### config.mk
export PLATFORM = sky130hd
export DESIGN_NAME = sbm_core
export DESIGN_NICKNAME = d
export VERILOG_FILES = /design/src/core/sbm_pkg.sv /design/src/core/sbm_core.sv
export SDC_FILE = /design/constraint.sdc
export NUM_CORES = 1
export LEC_CHECK = 0
export BUFFER_PORTS_ARGS = -buffer_cell sky130_fd_sc_hd__buf_2
export CORE_MARGIN = 1.5
export CORE_UTILIZATION = 54
export DETAILED_ROUTE_END_ITERATION = 12
export GPL_ROUTABILITY_DRIVEN = 1
export PLACE_DENSITY = 0.8
export SYNTH_ARGS = -nofsm -noshare
export SYNTH_HDL_FRONTEND = slang
export SYNTH_SLANG_ARGS = --single-unit
### constraint.sdc
create_clock -name sys_clk -period 2.8 [get_ports sys_clk]
set_clock_uncertainty 0.05 [all_clocks]
set_input_delay 0.14 -clock sys_clk [delete_from_list [all_inputs] [get_ports sys_clk]]
set_output_delay 0.14 -clock sys_clk [all_outputs]
set_load 0.05 [all_outputs]
### src/core/sbm_pkg.sv
// Constants, message carrier and state codes for the serial bus memory access block
package sbm_pkg;

   ////////////////////////////////////////////////////////////////////////////////
   // Opcodes
   localparam logic [6:0] SBM_OP_LOCATION = 7'h07;
   localparam logic [6:0] SBM_OP_FRAMED = 7'h03;
   localparam logic [6:0] SBM_OP_SETUP = 7'h08;

   ////////////////////////////////////////////////////////////////////////////////
   // Field positions
   localparam int SBM_SETUP_EXIT_BIT = 0;
   localparam int SBM_SETUP_WIDE_BIT = 4;
   localparam int SBM_SETUP_TARGET_IDX = 2;
   localparam int SBM_ADDR_HI_IDX = 0;
   localparam int SBM_ADDR_LO_IDX = 1;
   localparam int SBM_DATA_IDX = 2;
   localparam int SBM_COUNT_IDX = 2;

   ////////////////////////////////////////////////////////////////////////////////
   // Counts and sizes
   localparam logic [8:0] SBM_BLOCK_MAX = 9'h100;
   localparam logic [8:0] SBM_MSG_MAX = 9'h004;
   localparam logic [2:0] SBM_WIDE_READS = 3'h3;
   localparam logic [2:0] SBM_HEADER_BYTES = 3'h3;
   localparam logic [1:0] SBM_WIDE_STEP = 2'h2;

   ////////////////////////////////////////////////////////////////////////////////
   // Reset values
   localparam logic [15:0] SBM_ADDR_RST = 16'h0000;
   localparam logic [8:0] SBM_REM_RST = 9'h000;
   localparam logic [2:0] SBM_NLEFT_RST = 3'h0;
   localparam logic [1:0] SBM_BIDX_RST = 2'h0;
   localparam logic [7:0] SBM_BYTE_RST = 8'h00;

   ////////////////////////////////////////////////////////////////////////////////
   // Message carrier, one bus message with up to four data bytes
   typedef struct packed {
      logic cont;
      logic [2:0] nbytes;
      logic [7:0] grp_dev;
      logic [6:0] opcode;
      logic br;
      logic [3:0][7:0] data;
   } sbm_msg_t;

   typedef enum logic [2:0] {
      SBM_IDLE = 3'b000,
      SBM_READ = 3'b001,
      SBM_SEND = 3'b011,
      SBM_WRITE = 3'b010,
      SBM_FWAIT = 3'b110
   } sbm_state_t;

endpackage

### src/core/sbm_core.sv
// Remote memory access command interpreter for the serial bus
`timescale 1ns/10ps
`default_nettype none

// What this block does
// Location messages with opcode 07 hex reach any byte of a 64K byte address space.
// The programmer selects the target with an access-setup message before location messages.
// Group and device bits of a location message are not used for routing.
// Standard location messages carry address high, address low, then the data byte.
// A broadcast location message (flag 0) stores its third byte at the 16-bit address.
// A request location message (flag 1) is answered by a broadcast with address and byte.
// The three-byte reply holds address plus 2, plus 1, then the addressed byte.
// The three-byte form is for reads only; writes always use the standard form.
// Framed block messages (opcode 03 hex) are kept only for legacy peers.
// A framed header gives start address and count, and a count of zero means 256.
// A framed block write sends a header, then data messages of up to 4 bytes each.
// A framed request is answered by a framed broadcast with address then the data bytes.
// A control bit of the access-setup message picks the one-byte or three-byte reply.
// Setup with exit bit set and no address match keeps the device quiet, replies included, until the next setup.
// A device not selected ignores location and framed messages entirely.
module sbm_core (
   // Clock, reset, enable
   input wire logic sys_clk,
   input wire logic rst_n,
   input wire logic ce,
   // Own bus address
   input wire logic [7:0] own_addr,
   // Received messages
   input wire logic rx_valid,
   output logic rx_ready,
   input wire sbm_pkg::sbm_msg_t rx_msg,
   // Reply messages
   output logic tx_valid,
   input wire logic tx_ready,
   output sbm_pkg::sbm_msg_t tx_msg,
   // Local memory port
   output logic mem_req,
   output logic mem_we,
   output logic [15:0] mem_addr,
   output logic [7:0] mem_wdata,
   input wire logic [7:0] mem_rdata,
   input wire logic mem_ack,
   // Status
   output logic selected,
   output logic tx_quiet
);
   import sbm_pkg::*;

   ////////////////////////////////////////////////////////////////////////////////
   // State
   sbm_state_t state;
   logic wide;
   logic framed;
   logic dir_down;
   logic [15:0] cur_addr;
   logic [8:0] rem;
   logic [2:0] nleft;
   logic [1:0] bidx;
   logic [3:0][7:0] buffer;
   logic [2:0] tx_nbytes;
   logic tx_cont;
   logic [6:0] tx_op;

   logic rx_fire;
   logic tx_fire;
   logic mem_done;
   logic is_setup;
   logic is_loc;
   logic is_frame_hdr;
   logic target_hit;
   logic [8:0] hdr_count;
   logic [8:0] next_rem;
   logic [2:0] next_chunk;
   logic [15:0] wide_start;

   ////////////////////////////////////////////////////////////////////////////////
   // Decode
   assign rx_ready = (state == SBM_IDLE) || (state == SBM_FWAIT);
   assign rx_fire = rx_valid && rx_ready;
   assign tx_valid = (state == SBM_SEND);
   assign tx_fire = tx_valid && tx_ready;
   assign mem_req = (state == SBM_READ) || (state == SBM_WRITE);
   assign mem_we = (state == SBM_WRITE);
   assign mem_addr = cur_addr;
   assign mem_wdata = buffer[bidx];
   assign mem_done = mem_req && mem_ack;

   assign is_setup = !rx_msg.cont && (rx_msg.opcode == SBM_OP_SETUP);
   // Routing ignores grp_dev entirely; only the setup selection counts
   assign is_loc = !rx_msg.cont && (rx_msg.opcode == SBM_OP_LOCATION) && selected;
   assign is_frame_hdr = !rx_msg.cont && (rx_msg.opcode == SBM_OP_FRAMED) && selected;
   assign target_hit = (rx_msg.data[SBM_SETUP_TARGET_IDX] == own_addr);
   // Zero count stands for a full block
   assign hdr_count = (rx_msg.data[SBM_COUNT_IDX] == SBM_BYTE_RST) ? SBM_BLOCK_MAX :
                      {1'b0, rx_msg.data[SBM_COUNT_IDX]};
   assign next_chunk = (rem >= SBM_MSG_MAX) ? SBM_MSG_MAX[2:0] : rem[2:0];
   assign next_rem = rem - 9'h001;
   assign wide_start = {rx_msg.data[SBM_ADDR_HI_IDX], rx_msg.data[SBM_ADDR_LO_IDX]} +
                       {14'h0000, SBM_WIDE_STEP};

   ////////////////////////////////////////////////////////////////////////////////
   // Access-setup selection, reply format and quiet mode
   always_ff @(posedge sys_clk or negedge rst_n) begin
      if (!rst_n) begin
         selected <= 1'b0;
         wide <= 1'b0;
         tx_quiet <= 1'b0;
      end else if (ce && rx_fire && is_setup && state == SBM_IDLE) begin
         selected <= target_hit;
         wide <= target_hit && rx_msg.data[0][SBM_SETUP_WIDE_BIT];
         tx_quiet <= rx_msg.data[0][SBM_SETUP_EXIT_BIT] && !target_hit;
      end
   end

   ////////////////////////////////////////////////////////////////////////////////
   // Sequencer
   always_ff @(posedge sys_clk or negedge rst_n) begin
      if (!rst_n) begin
         state <= SBM_IDLE;
         framed <= 1'b0;
         dir_down <= 1'b0;
         cur_addr <= SBM_ADDR_RST;
         rem <= SBM_REM_RST;
         nleft <= SBM_NLEFT_RST;
         bidx <= SBM_BIDX_RST;
         buffer <= '0;
         tx_nbytes <= SBM_NLEFT_RST;
         tx_cont <= 1'b0;
         tx_op <= SBM_OP_LOCATION;
      end else if (ce) begin
         unique case (state)
            SBM_IDLE: begin
               if (rx_fire && is_loc) begin
                  framed <= 1'b0;
                  tx_op <= SBM_OP_LOCATION;
                  tx_cont <= 1'b0;
                  tx_nbytes <= SBM_HEADER_BYTES;
                  if (!rx_msg.br) begin
                     // Store data byte at the 16-bit address
                     cur_addr <= {rx_msg.data[SBM_ADDR_HI_IDX], rx_msg.data[SBM_ADDR_LO_IDX]};
                     buffer[SBM_DATA_IDX] <= rx_msg.data[SBM_DATA_IDX];
                     bidx <= 2'(SBM_DATA_IDX);
                     nleft <= 3'h1;
                     state <= SBM_WRITE;
                  end else if (wide) begin
                     // Read plus 2, plus 1, then the byte itself
                     cur_addr <= wide_start;
                     dir_down <= 1'b1;
                     bidx <= SBM_BIDX_RST;
                     nleft <= SBM_WIDE_READS;
                     state <= SBM_READ;
                  end else begin
                     // Reply echoes the address, then the byte read
                     cur_addr <= {rx_msg.data[SBM_ADDR_HI_IDX], rx_msg.data[SBM_ADDR_LO_IDX]};
                     buffer[SBM_ADDR_HI_IDX] <= rx_msg.data[SBM_ADDR_HI_IDX];
                     buffer[SBM_ADDR_LO_IDX] <= rx_msg.data[SBM_ADDR_LO_IDX];
                     dir_down <= 1'b0;
                     bidx <= 2'(SBM_DATA_IDX);
                     nleft <= 3'h1;
                     state <= SBM_READ;
                  end
               end else if (rx_fire && is_frame_hdr) begin
                  framed <= 1'b1;
                  dir_down <= 1'b0;
                  tx_op <= SBM_OP_FRAMED;
                  cur_addr <= {rx_msg.data[SBM_ADDR_HI_IDX], rx_msg.data[SBM_ADDR_LO_IDX]};
                  rem <= hdr_count;
                  if (rx_msg.br) begin
                     // Header broadcast first, carrying address and count
                     buffer <= rx_msg.data;
                     tx_nbytes <= SBM_HEADER_BYTES;
                     tx_cont <= 1'b0;
                     state <= SBM_SEND;
                  end else begin
                     state <= SBM_FWAIT;
                  end
               end
               // Anything else, or a location or framed message while not selected, is dropped
            end
            SBM_FWAIT: begin
               if (!selected) begin
                  state <= SBM_IDLE;
               end else if (rx_fire && rx_msg.cont && rx_msg.nbytes != 3'h0) begin
                  buffer <= rx_msg.data;
                  bidx <= SBM_BIDX_RST;
                  nleft <= ({6'h00, rx_msg.nbytes} < rem) ? rx_msg.nbytes : rem[2:0];
                  state <= SBM_WRITE;
               end else if (rx_fire) begin
                  state <= SBM_IDLE;
               end
            end
            SBM_WRITE: begin
               if (mem_done) begin
                  cur_addr <= cur_addr + 16'h0001;
                  bidx <= bidx + 2'h1;
                  nleft <= nleft - 3'h1;
                  if (framed) begin
                     rem <= next_rem;
                  end
                  if (nleft == 3'h1) begin
                     state <= (framed && next_rem != SBM_REM_RST) ? SBM_FWAIT : SBM_IDLE;
                  end
               end
            end
            SBM_READ: begin
               if (mem_done) begin
                  buffer[bidx] <= mem_rdata;
                  bidx <= bidx + 2'h1;
                  nleft <= nleft - 3'h1;
                  cur_addr <= dir_down ? cur_addr - 16'h0001 : cur_addr + 16'h0001;
                  if (framed) begin
                     rem <= next_rem;
                  end
                  if (nleft == 3'h1) begin
                     if (framed) begin
                        tx_nbytes <= bidx + 3'h1;
                        tx_cont <= 1'b1;
                     end
                     state <= SBM_SEND;
                  end
               end
            end
            SBM_SEND: begin
               if (tx_fire) begin
                  if (framed && rem != SBM_REM_RST) begin
                     bidx <= SBM_BIDX_RST;
                     nleft <= next_chunk;
                     buffer <= '0;
                     state <= SBM_READ;
                  end else begin
                     state <= SBM_IDLE;
                  end
               end
            end
            default: begin
               state <= SBM_IDLE;
            end
         endcase
      end
   end

   ////////////////////////////////////////////////////////////////////////////////
   // Reply message, always a broadcast from this device
   always_comb begin
      tx_msg = '0;
      tx_msg.cont = tx_cont;
      tx_msg.nbytes = tx_nbytes;
      tx_msg.grp_dev = own_addr;
      tx_msg.opcode = tx_op;
      tx_msg.br = 1'b0;
      tx_msg.data = buffer;
   end

endmodule // sbm_core

`default_nettype wire

==> results.md <==
- Int Power: 3.742 mW
- Crit path launch: state[1]
- CP required: approximately 2600 ps
- Nets: between 800 and 900
- Setup TNS: 0 ps
- First-pass GRT wire length: approximately 30000 um
- RSZ-0062 raised after global routing: false
- # IOs: about 160
- Worst setup SP type: register
- H-tree depth: 3
- RR Startpoint: state[1]
- Synth Register Bits: between 70 and 80
- Pwr Density: 1292 mW/mm2
- Max Clk Rate: just under 400 MHz
- Area of the die: 0.01155 mm2
- Fin area: around 0.007 mm2
- Final Routed Wirelength: approximately 19000 um
- Clock slew at reported path FFs: 100 ps
- Post-placement setup slack: between 200 and 300 ps
- Tcrit/Tclk final: between 90% and 100%
- Most used DFF post-synth: dfrtp_1
- Clk sinks: 75
- Area leader, netlist: dfrtp_1
- TritonCTS clock tree: built
- Drt pass-1 iters: 5
- Grt ovf: 0
- Worst setup path class: register to primary output
- Largest net degree at the start of global routing: 76
- Vias: roughly 6000
- Synth Instances: approximately 650
- CTS buffer count: 9
- Final Hold Fails: 0
- Max Slew Vio Count: 0
- Initial antenna violation count: 0
- Clock tree buffer depth: 2
- Number of synthesized flops with an enable pin: 0
- Number of global-route vias before repair: 5703
- DIE HEIGHT: about 110 um
- Max VDD drop: 1168 uV
- Top cell type's share of synthesized area: 31.42%
- Cell Rows: 37
- WL/cell: between 20 and 25 um
- Mean Syn Cell Area: between 9 and 10 um2
- Drt initial violations: slightly above 500
- Crit path max fanout: 14
- Yosys cell types: approximately 90
- IO Port Bufs: between 100 and 150
- Crit path setup slack, layout: ~270 ps
- Sequential share of power: approximately a quarter
- Via-to-Cell Ratio: ~6.6
- CTS Root Cell: clkbuf_8
- Synth Warn #: 0
- Hold_sp: rx_msg[8]
- Comb power frac: between 60% and 70%
- Least-Margin Pin Slew: between 1000 and 1500 ps
- Sequential area share after synthesis: between 30% and 40%
- Synth Cell Area: 0.005893 mm2
- Fraction of layout cells with a size suffix above 1: 29.48%
- Worst Setup End Kind: primary output
- Leakage power: 2.935 nW
- Final Setup Violations: 0
- Skew-Pair Late Insertion Delay: between 300 and 400 ps
- Number of routed nets with antenna violations: 0
- DP Wirelength: between 10000 and 15000 um
- Core area: between 0.01 and 0.015 mm2
- Critical Path AT: roughly 2300 ps
- Max Cap Viol: 0
- DR DRC count: 0
- Dpl cell area: 0.006588 mm2
- Synthesis-to-finish area growth: 15.50%
- Clock power frac: about a tenth
- Share of flip-flops with an asynchronous set or reset: 100.0%
- Switching share of power: 57.44%
- P_sw: around 5.0 mW
- Worst Hold Class: input pin to register
- Synth area leaders: dfrtp_1, o2bb2ai_1, a22oi_1
- Final min period: 2531 ps
- Slew headroom: 31.87%
- GP Congestion: approximately 0.94
- Hold Slack: between 1 and 1.5 ps
- Inserted Diodes: 0
- Starting Density: between 50% and 60%
- Outcome: finished clean
- Die width: 107.5 um
- GR Util All Layers: ~33%
power by group through the flow:
stage          Clock, mW  Combinational, mW  Sequential [mW]
2_1_floorplan          0               3.26             3.16
3_3_place_gp           0               5.37             2.29
3_5_place_dp           0               5.48             2.32
4_1_cts            0.920               5.50             2.31
5_1_grt            0.953               5.89             2.41
6_report           0.907               5.54             2.34
kinds of logic after synthesis:
| logic type | synth area share [%] |
|---|---|
| AOI/OAI and AO/OA | 27.05 |
| and+or+nand+nor | 20.70 |
| buffers and inverters | 7.240 |
| DFF | 31.87 |
| xor gates and xnor gates | 4.883 |
| muxes | 5.371 |
| adders and majority gates | 2.760 |
| other | 0.1274 |
Yosys cell counts (3+ instances only):
cell        n
nand2_1    51
o22ai_1    12
inv_1      25
a22oi_1    38
xor2_1     13
buf_6       3
a32oi_1     4
mux4_2      8
o221ai_1    3
a21o_1      4
nor4b_1     4
and2_1      5
ha_1       13
mux2_2      4
nor4_2      5
nor4_1      8
o2bb2ai_1  33
and4_1      6
a21oi_1    30
or3_1       3
nand3_1    18
o21ai_0    30
o311ai_1    3
nand2b_1    9
nor2_1     35
dfrtp_1    74
and3_1      8
buf_1       4
o21ai_1     4
buf_4      19
clkbuf_1   17
nor3_1     17
buf_2      13
xnor2_1    18
a31oi_1    10
nand4_1    11
nand3b_1    4
o211ai_2    3
o21a_1      3
nor2b_1     4
a221oi_1    4
mux2i_1     8
timing repair:
item / 4_1_cts / 5_1_grt
setup endpoints to repair: 0 / 1
hold endpoints to repair: 74 / 0
resized for setup: 0 / 1
hold buffers: 1 / 0
setup buffers: 0 / 0
cell type report:
class                   instances  area [um2]
multi-input cells             494        3610
fillers                       900        3656
clock inverters                 7       82.58
flip-flops and latches         75        1878
clock buffers                   9       123.9
inverters                      27       101.3
repair buffers                158       840.8
well taps                     136       170.2
final timing paths:
check	to	slack, ps	cells after the start
setup / recovery	mem_req	270	5
hold / removal	mem_addr[0]	1	3
setup reg to reg	rem[0]	270	6
hold reg to reg	tx_op[2]	420	2
max in group asynchronous	tx_nbytes[2]	1600	2
min in group asynchronous	mem_addr[12]	400	2
flip-flops by register name, indices dropped and copies added (netlist names):
| name | flops |
|---|---|
| tx_op | 1 |
| wide | 1 |
| tx_nbytes | 3 |
| bidx | 2 |
| selected | 1 |
| state | 3 |
| tx_cont | 1 |
| dir_down | 1 |
| tx_quiet | 1 |
| tx_msg | 32 |
| framed | 1 |
| nleft | 3 |
| rem | 9 |
| mem_addr | 16 |
metrics by stage:
stage / instances / util (%) / total power [mW]
after floorplan: 653 / - / 6.412
after global placement: 889 / 62.96 / 7.656
after detailed placement: 889 / 62.96 / 7.800
after CTS: 906 / 65.03 / 8.730
after global routing: 906 / 65.06 / 9.246
final: 906 / 65.06 / 8.791
cells in the final DEF, fill, tap and decap left out, types with 25 or more instances in the layout:
| cell | netlist | routed |
|---|---|---|
| o2bb2ai_1 | 33 | 33 |
| buf_2 | 13 | 139 |
| dfrtp_1 | 74 | 74 |
| a21oi_1 | 30 | 30 |
| o21ai_0 | 30 | 30 |
| inv_1 | 25 | 25 |
| nor2_1 | 35 | 35 |
| nand2_1 | 51 | 51 |
| a22oi_1 | 38 | 38 |
routing by layer:
| metal | vias up | wire length [um] | GRT usage [%] |
|---|---|---|---|
| met5 | - | 0 | 0 |
| met2 | 380 | 9180 | 55.73 |
| met1 | 2908 | 7505 | 42.86 |
| met3 | 49 | 1765 | 7.324 |
| met4 | 0 | 425 | 10.62 |
| li1 | 2681 | - | - |
worst max-delay path, cell delays in order, from the launching register on:
cell	delay, ps
dfrtp_1	650
nand2b_1	310
a21o_1	320
inv_2	220
buf_4	200
buf_2	270
No activity file was read; power rests on OpenSTA's default activity.
